### src/datapath_consts.vh
`ifndef DATAPATH_CONSTS_VH
`define DATAPATH_CONSTS_VH

// ----------------------------------------
// Word layout
// ----------------------------------------
`define WORD_W          12
`define WORD_MSB        11
`define PTR_LAB_W       10
`define WORD_ZERO       12'h000
`define WORD_ONES       12'hFFF

// ----------------------------------------
// Operand source selects (one bit per source)
// ----------------------------------------
`define SRC_W           7
`define SRC_WORK        0
`define SRC_PTR         1
`define SRC_ADDR        2
`define SRC_MBUF        3
`define SRC_MEM         4
`define SRC_IOB         5
`define SRC_CONST_ONE   6

// ----------------------------------------
// Shift stage modes
// ----------------------------------------
`define SHIFT_W         2
`define SHIFT_PASS      2'h0
`define SHIFT_RIGHT     2'h1
`define SHIFT_LEFT      2'h2

// ----------------------------------------
// Destination load bits
// ----------------------------------------
`define DEST_W          6
`define DEST_WORK       0
`define DEST_PTR        1
`define DEST_ADDR       2
`define DEST_MBUF       3
`define DEST_IWORD      4
`define DEST_IOB        5

// ----------------------------------------
// Time states
// ----------------------------------------
`define NUM_STATES      5

`endif

### src/register_bus_datapath.v
`include "datapath_consts.vh"

module register_bus_datapath (
  input  wire        i_clk,           // 100 MHz clock
  input  wire        i_rst_b,         // Async reset, active low
  input  wire        i_start,         // Final manual timing pulse
  input  wire        i_stop,          // Stop at end of cycle
  input  wire        i_recycle,       // Hold last time state
  input  wire        i_lab_mode,      // Laboratory mode, 10-bit pointer
  input  wire [6:0]  i_src_sel,       // Operand enable gates
  input  wire        i_src_invert,    // Complement work register operand
  input  wire        i_carry_insert,  // Carry into adder low bit
  input  wire [1:0]  i_shift_mode,    // Pass, right, left
  input  wire        i_rotate,        // Rotate rather than shift
  input  wire        i_rot_with_ext,  // Chain includes carry extension
  input  wire        i_add_op,        // Two's complement add in progress
  input  wire [5:0]  i_dest_load,     // Destination load enables
  input  wire        i_ext_set,       // Set carry extension
  input  wire        i_ext_clear,     // Clear carry extension
  input  wire        i_mq_load,       // Copy work register to quotient
  input  wire        i_mem_strobe,    // Memory read strobe, async domain
  input  wire [11:0] i_mem_data,      // Memory sense word
  input  wire [11:0] i_io_data,       // I/O bus inbound word
  input  wire        i_io_strobe,     // I/O inbound strobe, async domain
  input  wire [7:0]  i_rx_data,       // Terminal receiver byte
  input  wire        i_rx_valid,      // Terminal byte ready, async domain
  output reg  [11:0] o_work_reg,      // Work register
  output reg         o_carry_ext,     // Carry extension bit
  output reg  [11:0] o_mq,            // Multiplier-quotient
  output reg  [11:0] o_instr_ptr,     // Next instruction pointer
  output reg  [11:0] o_mem_addr,      // Memory address
  output reg  [11:0] o_mem_wdata,     // Write-back pattern
  output reg  [11:0] o_instr_word,    // Instruction holder
  output reg  [11:0] o_io_out,        // I/O outbound buffer
  output reg  [7:0]  o_tx_data,       // Terminal transmit byte
  output reg         o_tx_load,       // Terminal transmit pulse
  output reg  [4:0]  o_time_state,    // One-hot time state
  output reg         o_mem_start,     // Memory cycle start pulse
  output reg         o_running        // Timing cycles active
);

  // ----------------------------------------
  // Internal registers
  // ----------------------------------------
  reg  [11:0] memory_buffer_reg_q;
  reg  [11:0] mem_latch_q;
  reg  [11:0] io_in_q;
  reg  [1:0]  mem_strobe_sync_q;
  reg  [1:0]  io_strobe_sync_q;
  reg  [1:0]  rx_sync_q;
  reg         mem_strobe_d1_q;
  reg         io_strobe_d1_q;
  reg         rx_d1_q;
  reg         rx_pending_q;
  reg  [7:0]  rx_hold_q;
  reg         tx_pending_q;

  // Combinational route from the enable gates to the bus
  wire [4:0]  state;
  wire        run;
  wire [11:0] opnd_a;
  wire [11:0] opnd_b;
  wire [11:0] sum;
  wire        carry_msb;
  reg  [11:0] bus_word;
  reg         shift_out_bit;
  reg         ext_next;
  wire        pulse;

  // ----------------------------------------
  // Time state sequencer
  // ----------------------------------------
  time_state_seq u_seq (
    .i_clk     (i_clk),
    .i_rst_b   (i_rst_b),
    .i_start   (i_start),
    .i_stop    (i_stop),
    .i_recycle (i_recycle),
    .o_state   (state),
    .o_run     (run)
  );

  // Every clock while running is one time pulse
  assign pulse = run;

  // ----------------------------------------
  // Enable gates: OR of enabled sources
  // ----------------------------------------
  // Work register and pointer feed A, others B, so adds see two operands
  // Unselected sources contribute zeros, so sources on the same operand side OR together
  assign opnd_a =
    ({12{i_src_sel[`SRC_WORK]}} & (i_src_invert ? ~o_work_reg : o_work_reg)) |
    ({12{i_src_sel[`SRC_PTR]}}  & o_instr_ptr);
  assign opnd_b =
    ({12{i_src_sel[`SRC_ADDR]}} & o_mem_addr) |
    ({12{i_src_sel[`SRC_MBUF]}} & memory_buffer_reg_q) |
    ({12{i_src_sel[`SRC_MEM]}}  & mem_latch_q) |
    ({12{i_src_sel[`SRC_IOB]}}  & io_in_q) |
    ({11'h000, i_src_sel[`SRC_CONST_ONE]});

  // ----------------------------------------
  // Adder chain
  // ----------------------------------------
  ripple_adder u_add (
    .i_a            (opnd_a),
    .i_b            (opnd_b),
    .i_carry_insert (i_carry_insert),
    .o_sum          (sum),
    .o_carry_msb    (carry_msb)
  );

  // ----------------------------------------
  // Shift gates onto the register bus
  // ----------------------------------------
  // Fill bit is zero unless a rotate asks for the wrapped or carry bit
  always @* begin
    shift_out_bit = 1'b0;
    if (i_rotate) begin
      if (i_rot_with_ext) begin
        shift_out_bit = o_carry_ext;
      end else if (i_shift_mode == `SHIFT_RIGHT) begin
        shift_out_bit = sum[0];
      end else begin
        shift_out_bit = sum[`WORD_MSB];
      end
    end
    if (i_shift_mode == `SHIFT_RIGHT) begin
      bus_word = {shift_out_bit, sum[11:1]};
    end else if (i_shift_mode == `SHIFT_LEFT) begin
      bus_word = {sum[10:0], shift_out_bit};
    end else begin
      bus_word = sum;
    end
  end

  // ----------------------------------------
  // Carry extension next value
  // ----------------------------------------
  // Explicit set/clear is applied first, so the add toggle flips its result
  // A rotate through the extension overrides the add toggle
  always @* begin
    ext_next = o_carry_ext;
    if (i_ext_clear) begin
      ext_next = 1'b0;
    end
    if (i_ext_set) begin
      ext_next = 1'b1;
    end
    if (i_rotate && i_rot_with_ext && i_shift_mode == `SHIFT_RIGHT) begin
      ext_next = sum[0];
    end else if (i_rotate && i_rot_with_ext && i_shift_mode == `SHIFT_LEFT) begin
      ext_next = sum[`WORD_MSB];
    end else if (i_add_op && carry_msb) begin
      ext_next = ~ext_next;
    end
  end

  // ----------------------------------------
  // Active registers: bus is their only input, except carry extension (from ext_next) and the lab-mode pointer top bits
  // ----------------------------------------
  // Every destination samples the same bus word on the same edge
  always @(posedge i_clk or negedge i_rst_b) begin
    if (!i_rst_b) begin
      o_work_reg          <= `WORD_ZERO;
      o_carry_ext         <= 1'b0;
      o_instr_ptr         <= `WORD_ZERO;
      o_mem_addr          <= `WORD_ZERO;
      memory_buffer_reg_q <= `WORD_ZERO;
      o_instr_word        <= `WORD_ZERO;
      o_io_out            <= `WORD_ZERO;
    end else if (pulse) begin
      if (i_dest_load[`DEST_WORK]) begin
        o_work_reg <= bus_word;
      end
      o_carry_ext <= ext_next;
      if (i_dest_load[`DEST_PTR]) begin
        if (i_lab_mode) begin
          o_instr_ptr <= {o_instr_ptr[11:10], bus_word[9:0]};
        end else begin
          o_instr_ptr <= bus_word;
        end
      end
      if (i_dest_load[`DEST_ADDR]) begin
        o_mem_addr <= bus_word;
      end
      if (i_dest_load[`DEST_MBUF]) begin
        memory_buffer_reg_q <= bus_word;
      end
      if (i_dest_load[`DEST_IWORD]) begin
        o_instr_word <= bus_word;
      end
      if (i_dest_load[`DEST_IOB]) begin
        o_io_out <= bus_word;
      end
    end
  end

  // Write-back pattern always mirrors the buffer register
  always @(posedge i_clk or negedge i_rst_b) begin
    if (!i_rst_b) begin
      o_mem_wdata <= `WORD_ZERO;
    end else begin
      o_mem_wdata <= memory_buffer_reg_q;
    end
  end

  // ----------------------------------------
  // Quotient register, fed only by work register
  // ----------------------------------------
  // Not gated by the time pulse, so a copy may be taken while stopped
  always @(posedge i_clk or negedge i_rst_b) begin
    if (!i_rst_b) begin
      o_mq <= `WORD_ZERO;
    end else if (i_mq_load) begin
      o_mq <= o_work_reg;
    end
  end

  // ----------------------------------------
  // Strobe synchronisers and capture latches
  // ----------------------------------------
  // Data words are held stable by the sender around its strobe
  // Edge detect reads only the second stage, never the first
  always @(posedge i_clk or negedge i_rst_b) begin
    if (!i_rst_b) begin
      mem_strobe_sync_q <= 2'h0;
      io_strobe_sync_q  <= 2'h0;
      rx_sync_q         <= 2'h0;
      mem_strobe_d1_q   <= 1'b0;
      io_strobe_d1_q    <= 1'b0;
      rx_d1_q           <= 1'b0;
      mem_latch_q       <= `WORD_ZERO;
      io_in_q           <= `WORD_ZERO;
      rx_hold_q         <= 8'h00;
      rx_pending_q      <= 1'b0;
    end else begin
      mem_strobe_sync_q <= {mem_strobe_sync_q[0], i_mem_strobe};
      io_strobe_sync_q  <= {io_strobe_sync_q[0], i_io_strobe};
      rx_sync_q         <= {rx_sync_q[0], i_rx_valid};
      mem_strobe_d1_q   <= mem_strobe_sync_q[1];
      io_strobe_d1_q    <= io_strobe_sync_q[1];
      rx_d1_q           <= rx_sync_q[1];
      if (mem_strobe_sync_q[1] && !mem_strobe_d1_q) begin
        mem_latch_q <= i_mem_data;
      end
      // Received byte wins over the I/O word when both arrive
      if (rx_sync_q[1] && !rx_d1_q) begin
        rx_hold_q    <= i_rx_data;
        rx_pending_q <= 1'b1;
      end else if (io_strobe_sync_q[1] && !io_strobe_d1_q) begin
        io_in_q <= i_io_data;
      end else if (rx_pending_q && state[1]) begin
        io_in_q      <= {4'h0, rx_hold_q};
        rx_pending_q <= 1'b0;
      end
    end
  end

  // ----------------------------------------
  // Terminal transmit and memory start
  // ----------------------------------------
  // Transmit taken straight from the work register, not via the bus
  // Transmit and timing status lag the internal state by one clock
  always @(posedge i_clk or negedge i_rst_b) begin
    if (!i_rst_b) begin
      o_tx_data    <= 8'h00;
      o_tx_load    <= 1'b0;
      tx_pending_q <= 1'b0;
      o_mem_start  <= 1'b0;
      o_time_state <= 5'h01;
      o_running    <= 1'b0;
    end else begin
      tx_pending_q <= i_dest_load[`DEST_IOB] & pulse;
      o_tx_load    <= tx_pending_q;
      if (tx_pending_q) begin
        o_tx_data <= o_work_reg[7:0];
      end
      o_mem_start  <= run & state[0];
      o_time_state <= state;
      o_running    <= run;
    end
  end

endmodule // register_bus_datapath

### src/time_state_seq.v
`include "datapath_consts.vh"

module time_state_seq (
  input  wire       i_clk,        // System clock
  input  wire       i_rst_b,      // Async reset, active low
  input  wire       i_start,      // Last manual timing pulse
  input  wire       i_stop,       // Stop request
  input  wire       i_recycle,    // Hold in last state
  output reg  [4:0] o_state,      // One-hot time state
  output reg        o_run         // Cycles running
);

  // ----------------------------------------
  // Time state ring
  // ----------------------------------------
  localparam [4:0] TS1 = 5'h01;
  localparam [4:0] TS2 = 5'h02;
  localparam [4:0] TS3 = 5'h04;
  localparam [4:0] TS4 = 5'h08;
  localparam [4:0] TS5 = 5'h10;

  // Each enabled clock is one time pulse; stop only at cycle end
  always @(posedge i_clk or negedge i_rst_b) begin
    if (!i_rst_b) begin
      o_state <= TS1;
      o_run   <= 1'b0;
    end else if (!o_run) begin
      if (i_start) begin
        o_run   <= 1'b1;
        o_state <= TS2;
      end
    end else begin
      case (o_state)
        TS1: o_state <= TS2;
        TS2: o_state <= TS3;
        TS3: o_state <= TS4;
        TS4: o_state <= TS5;
        TS5: begin
          if (!i_recycle) begin
            o_state <= TS1;
            if (i_stop) o_run <= 1'b0;
          end
        end
        default: o_state <= TS1;
      endcase
    end
  end

endmodule // time_state_seq

### src/ripple_adder.v
`include "datapath_consts.vh"

module ripple_adder (
  input  wire [11:0] i_a,         // Gated operand A
  input  wire [11:0] i_b,         // Gated operand B
  input  wire        i_carry_insert, // Carry into lowest bit
  output wire [11:0] o_sum,       // Sum bits
  output wire        o_carry_msb  // Carry out of top bit
);

  wire [12:0] carry;

  assign carry[0] = i_carry_insert;

  // ----------------------------------------
  // One full adder per bit, carry ripples up
  // ----------------------------------------
  genvar gi;
  generate
    for (gi = 0; gi < `WORD_W; gi = gi + 1) begin : g_bit
      assign o_sum[gi]     = i_a[gi] ^ i_b[gi] ^ carry[gi];
      assign carry[gi + 1] = (i_a[gi] & i_b[gi]) | (carry[gi] & (i_a[gi] ^ i_b[gi]));
    end
  endgenerate

  assign o_carry_msb = carry[`WORD_W];

endmodule // ripple_adder

### config.mk
export PLATFORM = sky130hd
export DESIGN_NAME = register_bus_datapath
export DESIGN_NICKNAME = d
export VERILOG_FILES = /design/src/register_bus_datapath.v /design/src/time_state_seq.v /design/src/ripple_adder.v
export VERILOG_INCLUDE_DIRS = /design/src
export SDC_FILE = /design/constraint.sdc
export NUM_CORES = 1
export LEC_CHECK = 0
export BUFFER_PORTS_ARGS = -buffer_cell sky130_fd_sc_hd__buf_2
export CORE_MARGIN = 5
export CORE_UTILIZATION = 30
export CTS_BUF_LIST = sky130_fd_sc_hd__clkbuf_4 sky130_fd_sc_hd__clkbuf_8
export CTS_CLUSTER_DIAMETER = 40
export DETAILED_ROUTE_END_ITERATION = 8
export GPL_TIMING_DRIVEN = 1
export SLEW_MARGIN = 15
export SYNTH_ARGS = -nofsm -noshare
export SYNTH_HDL_FRONTEND = slang
export SYNTH_SLANG_ARGS = --single-unit
export TNS_END_PERCENT = 50
### constraint.sdc
create_clock -name i_clk -period 11.3 [get_ports i_clk]
set_input_delay 0.565 -clock i_clk [delete_from_list [all_inputs] [get_ports i_clk]]
set_output_delay 0.565 -clock i_clk [all_outputs]
set_load 0.02 [all_outputs]
==> flow_metrics.py, run 1 <==
metrics = {
    "sta": {
        "setup_viol": 0,
        "period_share": 0.637,
        "hold_violations": 0,
        "setup_tns_ns": 0,
        "finalMaxSlewViolations": 0,
        "slew_headroom": 0.351,
        "max_freq_mhz": 139,
        "rsz0062_at_grt": "no",
        "finalCriticalPeriod_ns": 7.20,
        "worstMarginPinSlew_ns": 0.967,
        "clock_skew_ns": 0.0195,
    },
    "logic_synthesis": {
        "ys_async_sr_fraction": 1.00,
        "synth_largest_area_cell": "dfrtp_1",
        "ys.flop_type": "dfrtp_1",
        "synth_seq_area_share": 0.597,
        "yosysWarnings": 0,
        "syn_inst": 585,
        "synth-edff-count": 0,
        "yosysMostFrequentCell": "dfrtp_1",
        "synth_nets": 661,
        "synth_top_cells_by_count": "dfrtp_1, nand2_1, o21ai_0, mux2_2, nor2_1",
        "synth.avg_cell_area_um2": 11.6,
        "ys_ff_latch": 162,
        "synth_top_area_frac": 0.589,
        "yosysUniqueCellTypes": 48,
        "synth_area_leaders": "dfrtp_1, mux2_2, nand2_1, o21ai_0, fa_1",
        "netlist_area_um2": 6800,
    },
    "setup_path": {
        "arrival_ns": 7.49,
        "cpMaxStageDelayCell": "fa_1",
        "crit_buf_inv": 2,
        "critical_path_class": "register to register",
        "max_stage_delay_ns": 0.48,
        "cp-start-kind": "register",
        "cp.required_ns": 11.60,
        "r2r-start": "o_work_reg[0]",
        "cpMostUsedCell": "fa_1",
        "startpoint": "o_work_reg[0]",
        "critPathCaptureType": "register",
        "worstPathMaxFanout": 6,
        "cp_cell_sequence": "xor2_1, a22o_1, fa_1, inv_1, fa_1, fa_1, fa_1, fa_1, fa_1, fa_1, fa_1, fa_1, fa_1, fa_1, inv_1, fa_1, nand2b_1, a21oi_1, a311oi_2, o21ai_0",
        "crit_family": "adder cells",
    },
    "finish": {
        "syn_to_final_growth_pct": 21.8,
        "layout.cells.non_filler": 1035,
        "layout-drive-gt1-share": 0.335,
        "final_nets": 813,
        "fill_cells": 2190,
        "final_area_um2": 8280,
        "antenna-diode-count": 0,
    },
    "job": {
        "drv_cap": 0,
    },
    "placed_design": {
        "placed_cell_area_um2": 7860,
        "place_congestion": 0.791,
        "placed_cells": 1003,
        "hpwl_um": 14700,
        "place.port_buffers": 164,
    },
    "global_routing": {
        "grt_usage": 0.156,
        "grt_max_degree": 101,
        "grt_pass1_vias": 4992,
        "grt_pass1_wl_um": 30500,
        "grt-ovfl-total": 0,
        "antenna_found_initial": 2,
    },
    "floorplanning": {
        "die_w_um": 161,
        "fp.coreArea_um2": 22500,
        "initial_core_util": 0.302,
        "die_area_um2": 25800,
        "die_h_um": 161,
        "io_pins": 165,
        "num_rows": 55,
    },
    "cts": {
        "cts_tree": "done",
        "clk_latency_ns": 0.46,
        "clock-sinks": 162,
        "ctsResizeCount": 0,
        "clk_path_buf_depth": 2,
        "root_buffer": "clkbuf_8",
        "cts.clk_slew.worst_paths_ns": 0.10,
        "cts_setup_buffers": 0,
        "tritoncts.num_buffers": 17,
        "postCtsHoldBufs": 0,
        "htreeDepth": 4,
    },
    "routing": {
        "viasPerCell": 4.79,
        "wl_per_cell_um": 19.1,
        "drtPass1Iterations": 4,
        "vias": 4958,
        "final_antenna_net_count": 0,
        "drt-initial-drc-count": 324,
        "wirelength_um": 19800,
        "drc": 0,
    },
    "power_and_ir_drop": {
        "ir_drop_uv": 109,
        "cellPowerDensity_nw_per_um2": 308,
        "seqPwrFrac": 0.389,
        "pwr-share-clk": 0.175,
        "leakagePower_nw": 3.90,
        "p_sw_frac": 0.439,
        "pwr-share-comb": 0.436,
        "p_int_w": 0.00143,
        "p_sw_w": 0.00112,
    },
    "outcome": {
        "status": "complete, no violations",
    },
    "worst_hold_path": {
        "hp-class": "primary input to async pin",
    },
}
## routing by layer
layer,track usage,vias up,part of all wire
met3,0.0529,24,0.070
met2,0.240,141,0.46
met4,0.0555,4,0.021
li1,-,2354,-
met5,0,-,0.0011
met1,0.206,2435,0.44
## worst reg2reg max path: cells and delay by family (launching register included)
family / cells / cell delay, ns
fa+ha+maj: 12 / 5.22
xor+xnor: 1 / 0.19
simple gates: 1 / 0.11
flops: 1 / 0.46
compound gates: 4 / 0.91
buf+inv: 2 / 0.14
## layout by cell type (no fill, tap or decap), types with 2 or more instances in the layout
cell        netlist  final
a22oi_1          12     12
fa_1             12     12
a22o_1           16     16
bufinv_16         0      2
o211ai_1          2      2
nand4_1           2      2
mux2_2           42     42
a211oi_2          2      2
a31oi_1           2      2
clkbuf_8          0     20
nor2b_1           7      7
xor2_1           12     12
a221oi_1         11     11
buf_2             8    163
buf_4             1      3
nand2_1         100    100
o22ai_1           5      5
nor3_1            2      2
inv_1             7      7
dfrtp_1         160    160
xnor2_1           2      2
nor2_1           24     24
nand2b_1          8      8
mux2i_1           9      9
clkinvlp_4        0      2
clkinv_4          0      2
inv_6             0      4
a21oi_1           7      7
o21ai_0          71     71
a21o_1            2      2
o21ai_1          13     13
dfstp_2           2      2
## metrics by stage
stage | worst slack (ns) | hold WS (ns) | power [W] | util
finish | 4.10 | 0.208 | 0.00255 | 0.368
global route | 3.71 | 0.172 | 0.00274 | 0.368
CTS | 4.08 | 0.176 | 0.00259 | 0.368
detailed placement | 3.63 | 0.343 | 0.00214 | 0.349
global placement | 3.76 | 0.336 | 0.00212 | 0.349
floorplan | 4.22 | 0.269 | 0.00166 | -
## logic make-up after synthesis
logic type | count (synthesis) | share of synthesized area
mux | 51 | 0.0828
flops | 162 | 0.597
buf+inv | 41 | 0.0258
compound gates | 152 | 0.143
simple gates | 152 | 0.0961
xor+xnor | 15 | 0.0204
fa+ha+maj | 12 | 0.0353
## power by group through the flow
stage                     Combinational (W)  Sequential [W]  Clock [W]
after global routing                0.00122         0.00103   0.000489
after floorplan                    0.000500         0.00116          0
after detailed placement            0.00113         0.00101          0
after CTS                           0.00113        0.000998   0.000461
after global placement              0.00112         0.00100          0
final                               0.00111        0.000994   0.000446
## final timing paths
check                           cells past startpoint  slack, ns                    to
worst max-delay path                               20       4.10        o_mem_addr[11]
max in group asynchronous                           2       9.73          rx_hold_q[0]
worst min register to register                      0       0.36  mem_strobe_sync_q[1]
worst min-delay path                                1       0.21         o_work_reg[5]
min in group i_clk                                  1       0.21   io_strobe_sync_q[0]
worst max register to register                     20       4.10        o_mem_addr[11]
## cell type report
cell class / instances / area, um^2 / share of cell area
clock buffers: 20 / 275 / 0.0332
repair buffers: 167 / 850 / 0.103
well taps: 285 / 357 / 0.0431
clock inverters: 12 / 144 / 0.0174
inverters: 7 / 26.3 / 0.00317
multi-input cells: 382 / 2570 / 0.311
flip-flops and latches: 162 / 4060 / 0.490
Note: power is estimated with default switching activity, not from simulation.
==> run 2, diff against run 1 <==
==> constraint.sdc (replaced) <==
create_clock -name i_clk -period 6.15 [get_ports i_clk]
set_input_delay 0.3075 -clock i_clk [delete_from_list [all_inputs] [get_ports i_clk]]
set_output_delay 0.3075 -clock i_clk [all_outputs]
set_load 0.02 [all_outputs]
==> flow_metrics.py, run 2 (synthesized netlist as in run 1, its figures left out) <==
metrics = {
    "power_and_ir_drop": {
        "ir_drop_uv": 216,
        "cellPowerDensity_nw_per_um2": 578,
        "leakagePower_nw": 4.02,
    },
    "global_routing": {
        "grt_max_degree": 96,
        "grt_use_met2": 0.246,
        "antenna_found_initial": 5,
        "grt_pass1_vias": 5078,
        "use_met1": 0.204,
        "grt-ovfl-total": 0,
        "use_met3": 0.0488,
        "grt_usage": 0.154,
        "busiest_layer": "met2",
        "grt_pass1_wl_um": 30400,
    },
    "floorplanning": {
        "num_rows": 55,
        "die_w_um": 161,
        "initial_core_util": 0.302,
        "die_h_um": 161,
        "fp.coreArea_um2": 22500,
        "die_area_um2": 25800,
        "io_pins": 165,
    },
    "finish": {
        "syn_to_final_growth_pct": 25.8,
        "layout-drive-gt1-share": 0.368,
        "fill_cells": 2225,
        "final_common_cell": "buf_2",
        "layout_common_cells": "buf_2, dfrtp_1, nand2_1",
        "final_nets": 835,
        "final_util": 0.380,
    },
    "setup_path": {
        "r2r-start": "o_work_reg[0]",
        "worst-r2r-cell-count": 21,
        "startpoint": "o_work_reg[0]",
        "worstPathMaxFanout": 6,
        "critical_path_class": "register to register",
        "cp.required_ns": 6.48,
        "cpMaxStageDelayCell": "fa_2",
        "cpMostUsedCell": "fa_2",
        "max_stage_delay_ns": 0.47,
        "critPathCaptureType": "register",
        "cp-start-kind": "register",
        "cp_cell_sequence": "xor2_1, a22o_1, fa_1, inv_1, fa_2, fa_2, fa_2, fa_2, fa_2, fa_2, fa_2, fa_2, fa_2, fa_2, inv_2, fa_2, mux2i_1, nor3b_1, a221oi_2, buf_4, o21ai_1",
        "ff2ff_setup_slack_ns": 0.14,
        "arrival_ns": 6.34,
    },
    "cts": {
        "tritoncts.num_buffers": 17,
        "clk_path_buf_depth": 2,
        "cts_tree": "done",
        "clock-sinks": 162,
        "cts.clk_slew.worst_paths_ns": 0.09,
        "root_buffer": "clkbuf_8",
        "htreeDepth": 4,
        "clk_latency_ns": 0.47,
    },
    "placed_design": {
        "place_congestion": 0.770,
        "hpwl_um": 14400,
        "place.port_buffers": 164,
    },
    "worst_hold_path": {
        "holdPathStages": 2,
        "hold_path.startpoint": "i_rx_data[5]",
        "hp-class": "primary input to register",
    },
    "sta": {
        "slew_headroom": 0.387,
        "worstMarginPinSlew_ns": 0.918,
        "finalMaxSlewViolations": 0,
        "hold_violations": 0,
        "rsz0062_at_grt": "yes",
        "clock_skew_ns": 0.00840,
        "fin_hold_ws_ns": 0.0631,
        "setup_viol": 0,
        "max_freq_mhz": 166,
        "period_share": 0.978,
        "finalCriticalPeriod_ns": 6.01,
    },
    "outcome": {
        "status": "complete, no violations",
    },
    "routing": {
        "vias": 5019,
        "wirelength_um": 19600,
        "wl_per_cell_um": 18.6,
        "drt-initial-drc-count": 262,
        "final_antenna_net_count": 0,
        "drtPass1Iterations": 4,
        "drc": 0,
        "viasPerCell": 4.74,
    },
    "job": {
        "drv_cap": 0,
    },
}
## run 2: cell types whose count changed in the layout (fill, tap and decap cells not counted), sizes merged
cell	before	now
bufinv	2	5
clkinv	3	2
dlygate4sd3	0	4
diode	0	1
clkinvlp	2	1
buf	167	185
clkbuf	20	17
inv	12	14
## run 2: power by group
group	internal, W	switching [W]
sequential	0.00149	0.000305
clock	0.000496	0.000448
combinational	0.000854	0.00135
total	0.00284	0.00210
## run 2: cell type report
class	count	area, um^2	share of cell area
antenna	1	2.50	0.000293
clock buffer	17	234	0.0274
clock inverter	15	241	0.0282
inverter	7	26.3	0.00307
multi-input combinational	382	2610	0.305
sequential	162	4060	0.474
tap	285	357	0.0417
timing repair buffer	189	1020	0.120
## run 2: critical path: cells and delay by family (launching register included)
family / cells / cell delay, ns
flip-flops: 1 / 0.42
multiplexers: 1 / 0.15
XOR/XNOR: 1 / 0.12
adder cells (fa/ha/maj): 12 / 4.35
AO/OA/AOI/OAI: 3 / 0.43
buffers and inverters: 3 / 0.31
AND/OR/NAND/NOR: 1 / 0.08
## run 2: worst paths after layout
path,to
max,o_mem_addr[0]
min,rx_hold_q[5]
max reg2reg,o_mem_addr[0]
min reg2reg,mem_strobe_sync_q[1]
max in group asynchronous,rx_hold_q[2]
min in group asynchronous,rx_hold_q[7]
## run 2: repair_timing
item,CTS,global route
hold endpoints to repair,97,0
buffers inserted,2,0
pin swaps,7,4
hold buffers,4,0
endpoints found under the setup margin,13,14
gates resized for setup,2,2
## run 2: metrics by stage
step / instance area, um^2 / setup TNS (ns) / setup slack, ns / total power (W) / cells
global route: 8550 / -0.0422 / -0.0219 / 0.00528 / 1057
CTS: 8540 / 0 / 0.0599 / 0.00500 / 1057
global placement: 8000 / -1.48 / -0.133 / 0.00398 / 1019
finish: 8550 / 0 / 0.136 / 0.00494 / 1058
detailed placement: 8010 / -2.90 / -0.254 / 0.00402 / 1019
floorplan: 6830 / 0 / 0.0133 / 0.00307 / 585
## run 2: metal layers
layer	up-vias	routed length, um
li1	2400	-
met1	2475	8780
met2	110	9300
met3	26	1210
met4	8	306
met5	-	45
==> run 3, diff against run 2 <==
--- a/config.mk
+++ b/config.mk
@@ -7,9 +7,9 @@
 export NUM_CORES = 1
 export LEC_CHECK = 0
 export BUFFER_PORTS_ARGS = -buffer_cell sky130_fd_sc_hd__buf_2
-export CORE_MARGIN = 5
+export CORE_MARGIN = 2
 export CORE_UTILIZATION = 30
-export CTS_BUF_LIST = sky130_fd_sc_hd__clkbuf_4 sky130_fd_sc_hd__clkbuf_8
+export CTS_BUF_LIST = sky130_fd_sc_hd__clkbuf_4
 export CTS_CLUSTER_DIAMETER = 40
 export DETAILED_ROUTE_END_ITERATION = 8
 export GPL_TIMING_DRIVEN = 1
==> flow_metrics.py, run 3 (synthesized netlist as in run 1, its figures left out) <==
metrics = {
    "cts": {
        "htreeDepth": 4,
        "clk_path_buf_depth": 2,
        "cts.clk_slew.worst_paths_ns": 0.14,
        "clock-sinks": 162,
        "clk_latency_ns": 0.56,
        "tritoncts.num_buffers": 17,
        "root_buffer": "clkbuf_4",
        "cts_tree": "done",
    },
    "setup_path": {
        "cp.required_ns": 6.56,
        "cpMostUsedCell": "fa_2",
        "worstPathMaxFanout": 6,
        "crit_buf_inv": 5,
        "critPathCaptureType": "register",
        "crit_family": "adder cells",
        "arrival_ns": 6.39,
        "max_stage_delay_ns": 0.47,
        "cpMaxStageDelayCell": "fa_2",
        "cp-start-kind": "register",
        "cp_cell_sequence": "xor2_1, a22o_1, fa_2, inv_1, fa_2, fa_2, fa_2, fa_2, fa_2, fa_2, fa_2, fa_2, fa_2, fa_2, inv_2, fa_2, buf_4, buf_4, a211oi_2, buf_4, o21ai_1",
        "critical_path_class": "register to register",
    },
    "sta": {
        "slew_headroom": 0.289,
        "rsz0062_at_grt": "yes",
        "hold_violations": 0,
        "max_freq_mhz": 167,
        "clock_skew_ns": 0.0226,
        "finalCriticalPeriod_ns": 5.97,
        "period_share": 0.971,
        "finalMaxSlewViolations": 0,
        "setup_viol": 0,
        "worstMarginPinSlew_ns": 1.06,
    },
    "finish": {
        "syn_to_final_growth_pct": 27.7,
        "multiInputGateArea_um2": 2610,
        "regArea_um2": 4060,
        "final_area_um2": 8680,
        "fill_cells": 2223,
        "final_nets": 864,
        "layout-drive-gt1-share": 0.356,
        "final_util": 0.387,
        "final_common_cell": "buf_2",
        "layout_common_cells": "buf_2, dfrtp_1, nand2_1",
    },
    "routing": {
        "viasPerCell": 4.66,
        "vias": 5068,
        "drc": 0,
        "drtPass1Iterations": 4,
        "final_antenna_net_count": 0,
        "drt-initial-drc-count": 283,
        "wl_per_cell_um": 17.3,
        "wirelength_um": 18800,
    },
    "floorplanning": {
        "die_w_um": 155,
        "fp.coreArea_um2": 22400,
        "die_area_um2": 23900,
        "initial_core_util": 0.303,
        "die_h_um": 155,
        "io_pins": 165,
        "num_rows": 55,
    },
    "power_and_ir_drop": {
        "ir_drop_uv": 157,
        "leakagePower_nw": 4.07,
        "cellPowerDensity_nw_per_um2": 543,
    },
    "outcome": {
        "status": "complete, no violations",
    },
    "placed_design": {
        "place.port_buffers": 164,
        "hpwl_um": 13900,
        "place_congestion": 0.780,
        "placed_cell_area_um2": 8030,
    },
    "global_routing": {
        "antenna_found_initial": 1,
        "grt_pass1_vias": 5135,
        "grt-ovfl-total": 0,
        "grt_usage": 0.164,
        "grt_max_degree": 92,
        "grt_pass1_wl_um": 29600,
    },
    "worst_hold_path": {
        "hp-class": "primary input to register",
    },
    "job": {
        "drv_cap": 0,
    },
}
run 3: cell count changes in the layout (fill, tap and decap cells not counted), moves of 2 or more:
cell / change
clkinv_1: +2
inv_6: -3
inv_8: -2
o21ai_0: -3
clkbuf_8: -17
clkbuf_4: +19
dlygate4sd3_1: +26
o21ai_1: +3
buf_4: +3
run 3: metrics by stage:
stage	total power (W)	instances	hold slack [ns]	TNS (ns)	setup WS (ns)
after floorplan	0.00307	585	0.0119	0	0.0133
after global placement	0.00397	1023	0.335	-1.36	-0.117
after detailed placement	0.00402	1023	0.337	-2.07	-0.164
after CTS	0.00476	1085	0.00565	0	0.0460
after global routing	0.00508	1087	0.0267	-0.0109	-0.00625
final	0.00472	1087	0.0604	0	0.177
run 3: repair_timing:
item                                    CTS  global route
pin swaps                                 5             9
gates resized for setup                   3             5
endpoints found under the setup margin   19            17
hold buffers                             30             0
buffers inserted                          0             1
endpoints found under the hold margin   120             0
run 3: power by group:
group / switching, W / leakage, nW / internal [W]
combinational: 0.00133 / 1.92 / 0.000877
sequential: 0.000306 / 1.98 / 0.00149
clock: 0.000383 / 0.169 / 0.000332
run 3: worst min-delay path: cells and delay by family:
family                 cells  cell delay [ns]
AO/OA/AOI/OAI              1             0.14
buffers and inverters      1             0.08
multiplexers               1             0.06
run 3: routing by layer:
layer  global-route usage  up-vias  share of wire
met5                    0        -              0
met4               0.0538        0          0.018
met3               0.0420       21          0.043
met2                0.259      107           0.48
met1                0.223     2480           0.46
li1                     -     2460              -
run 3: path summary, 6_finish.rpt:
check / startpoint / endpoint / slack (ns) / cells after the start
min: i_io_data[6] / io_in_q[6] / 0.06 / 3
max: o_work_reg[0] / memory_buffer_reg_q[10] / 0.18 / 21
max in group asynchronous: i_rst_b / o_io_out[3] / 4.35 / 3
min reg2reg: rx_sync_q[0] / rx_sync_q[1] / 0.37 / 0
min in group asynchronous: i_rst_b / rx_sync_q[1] / 0.33 / 2
max reg2reg: o_work_reg[0] / memory_buffer_reg_q[10] / 0.18 / 21
run 3: cell type report:
cell class	count	share of cell area
multi-input combinational	382	0.300
timing repair buffer	218	0.151
clock buffer	19	0.0164
inverter	7	0.00303
clock inverter	13	0.0210
tap	285	0.0411
antenna	1	0.000288
sequential	162	0.467
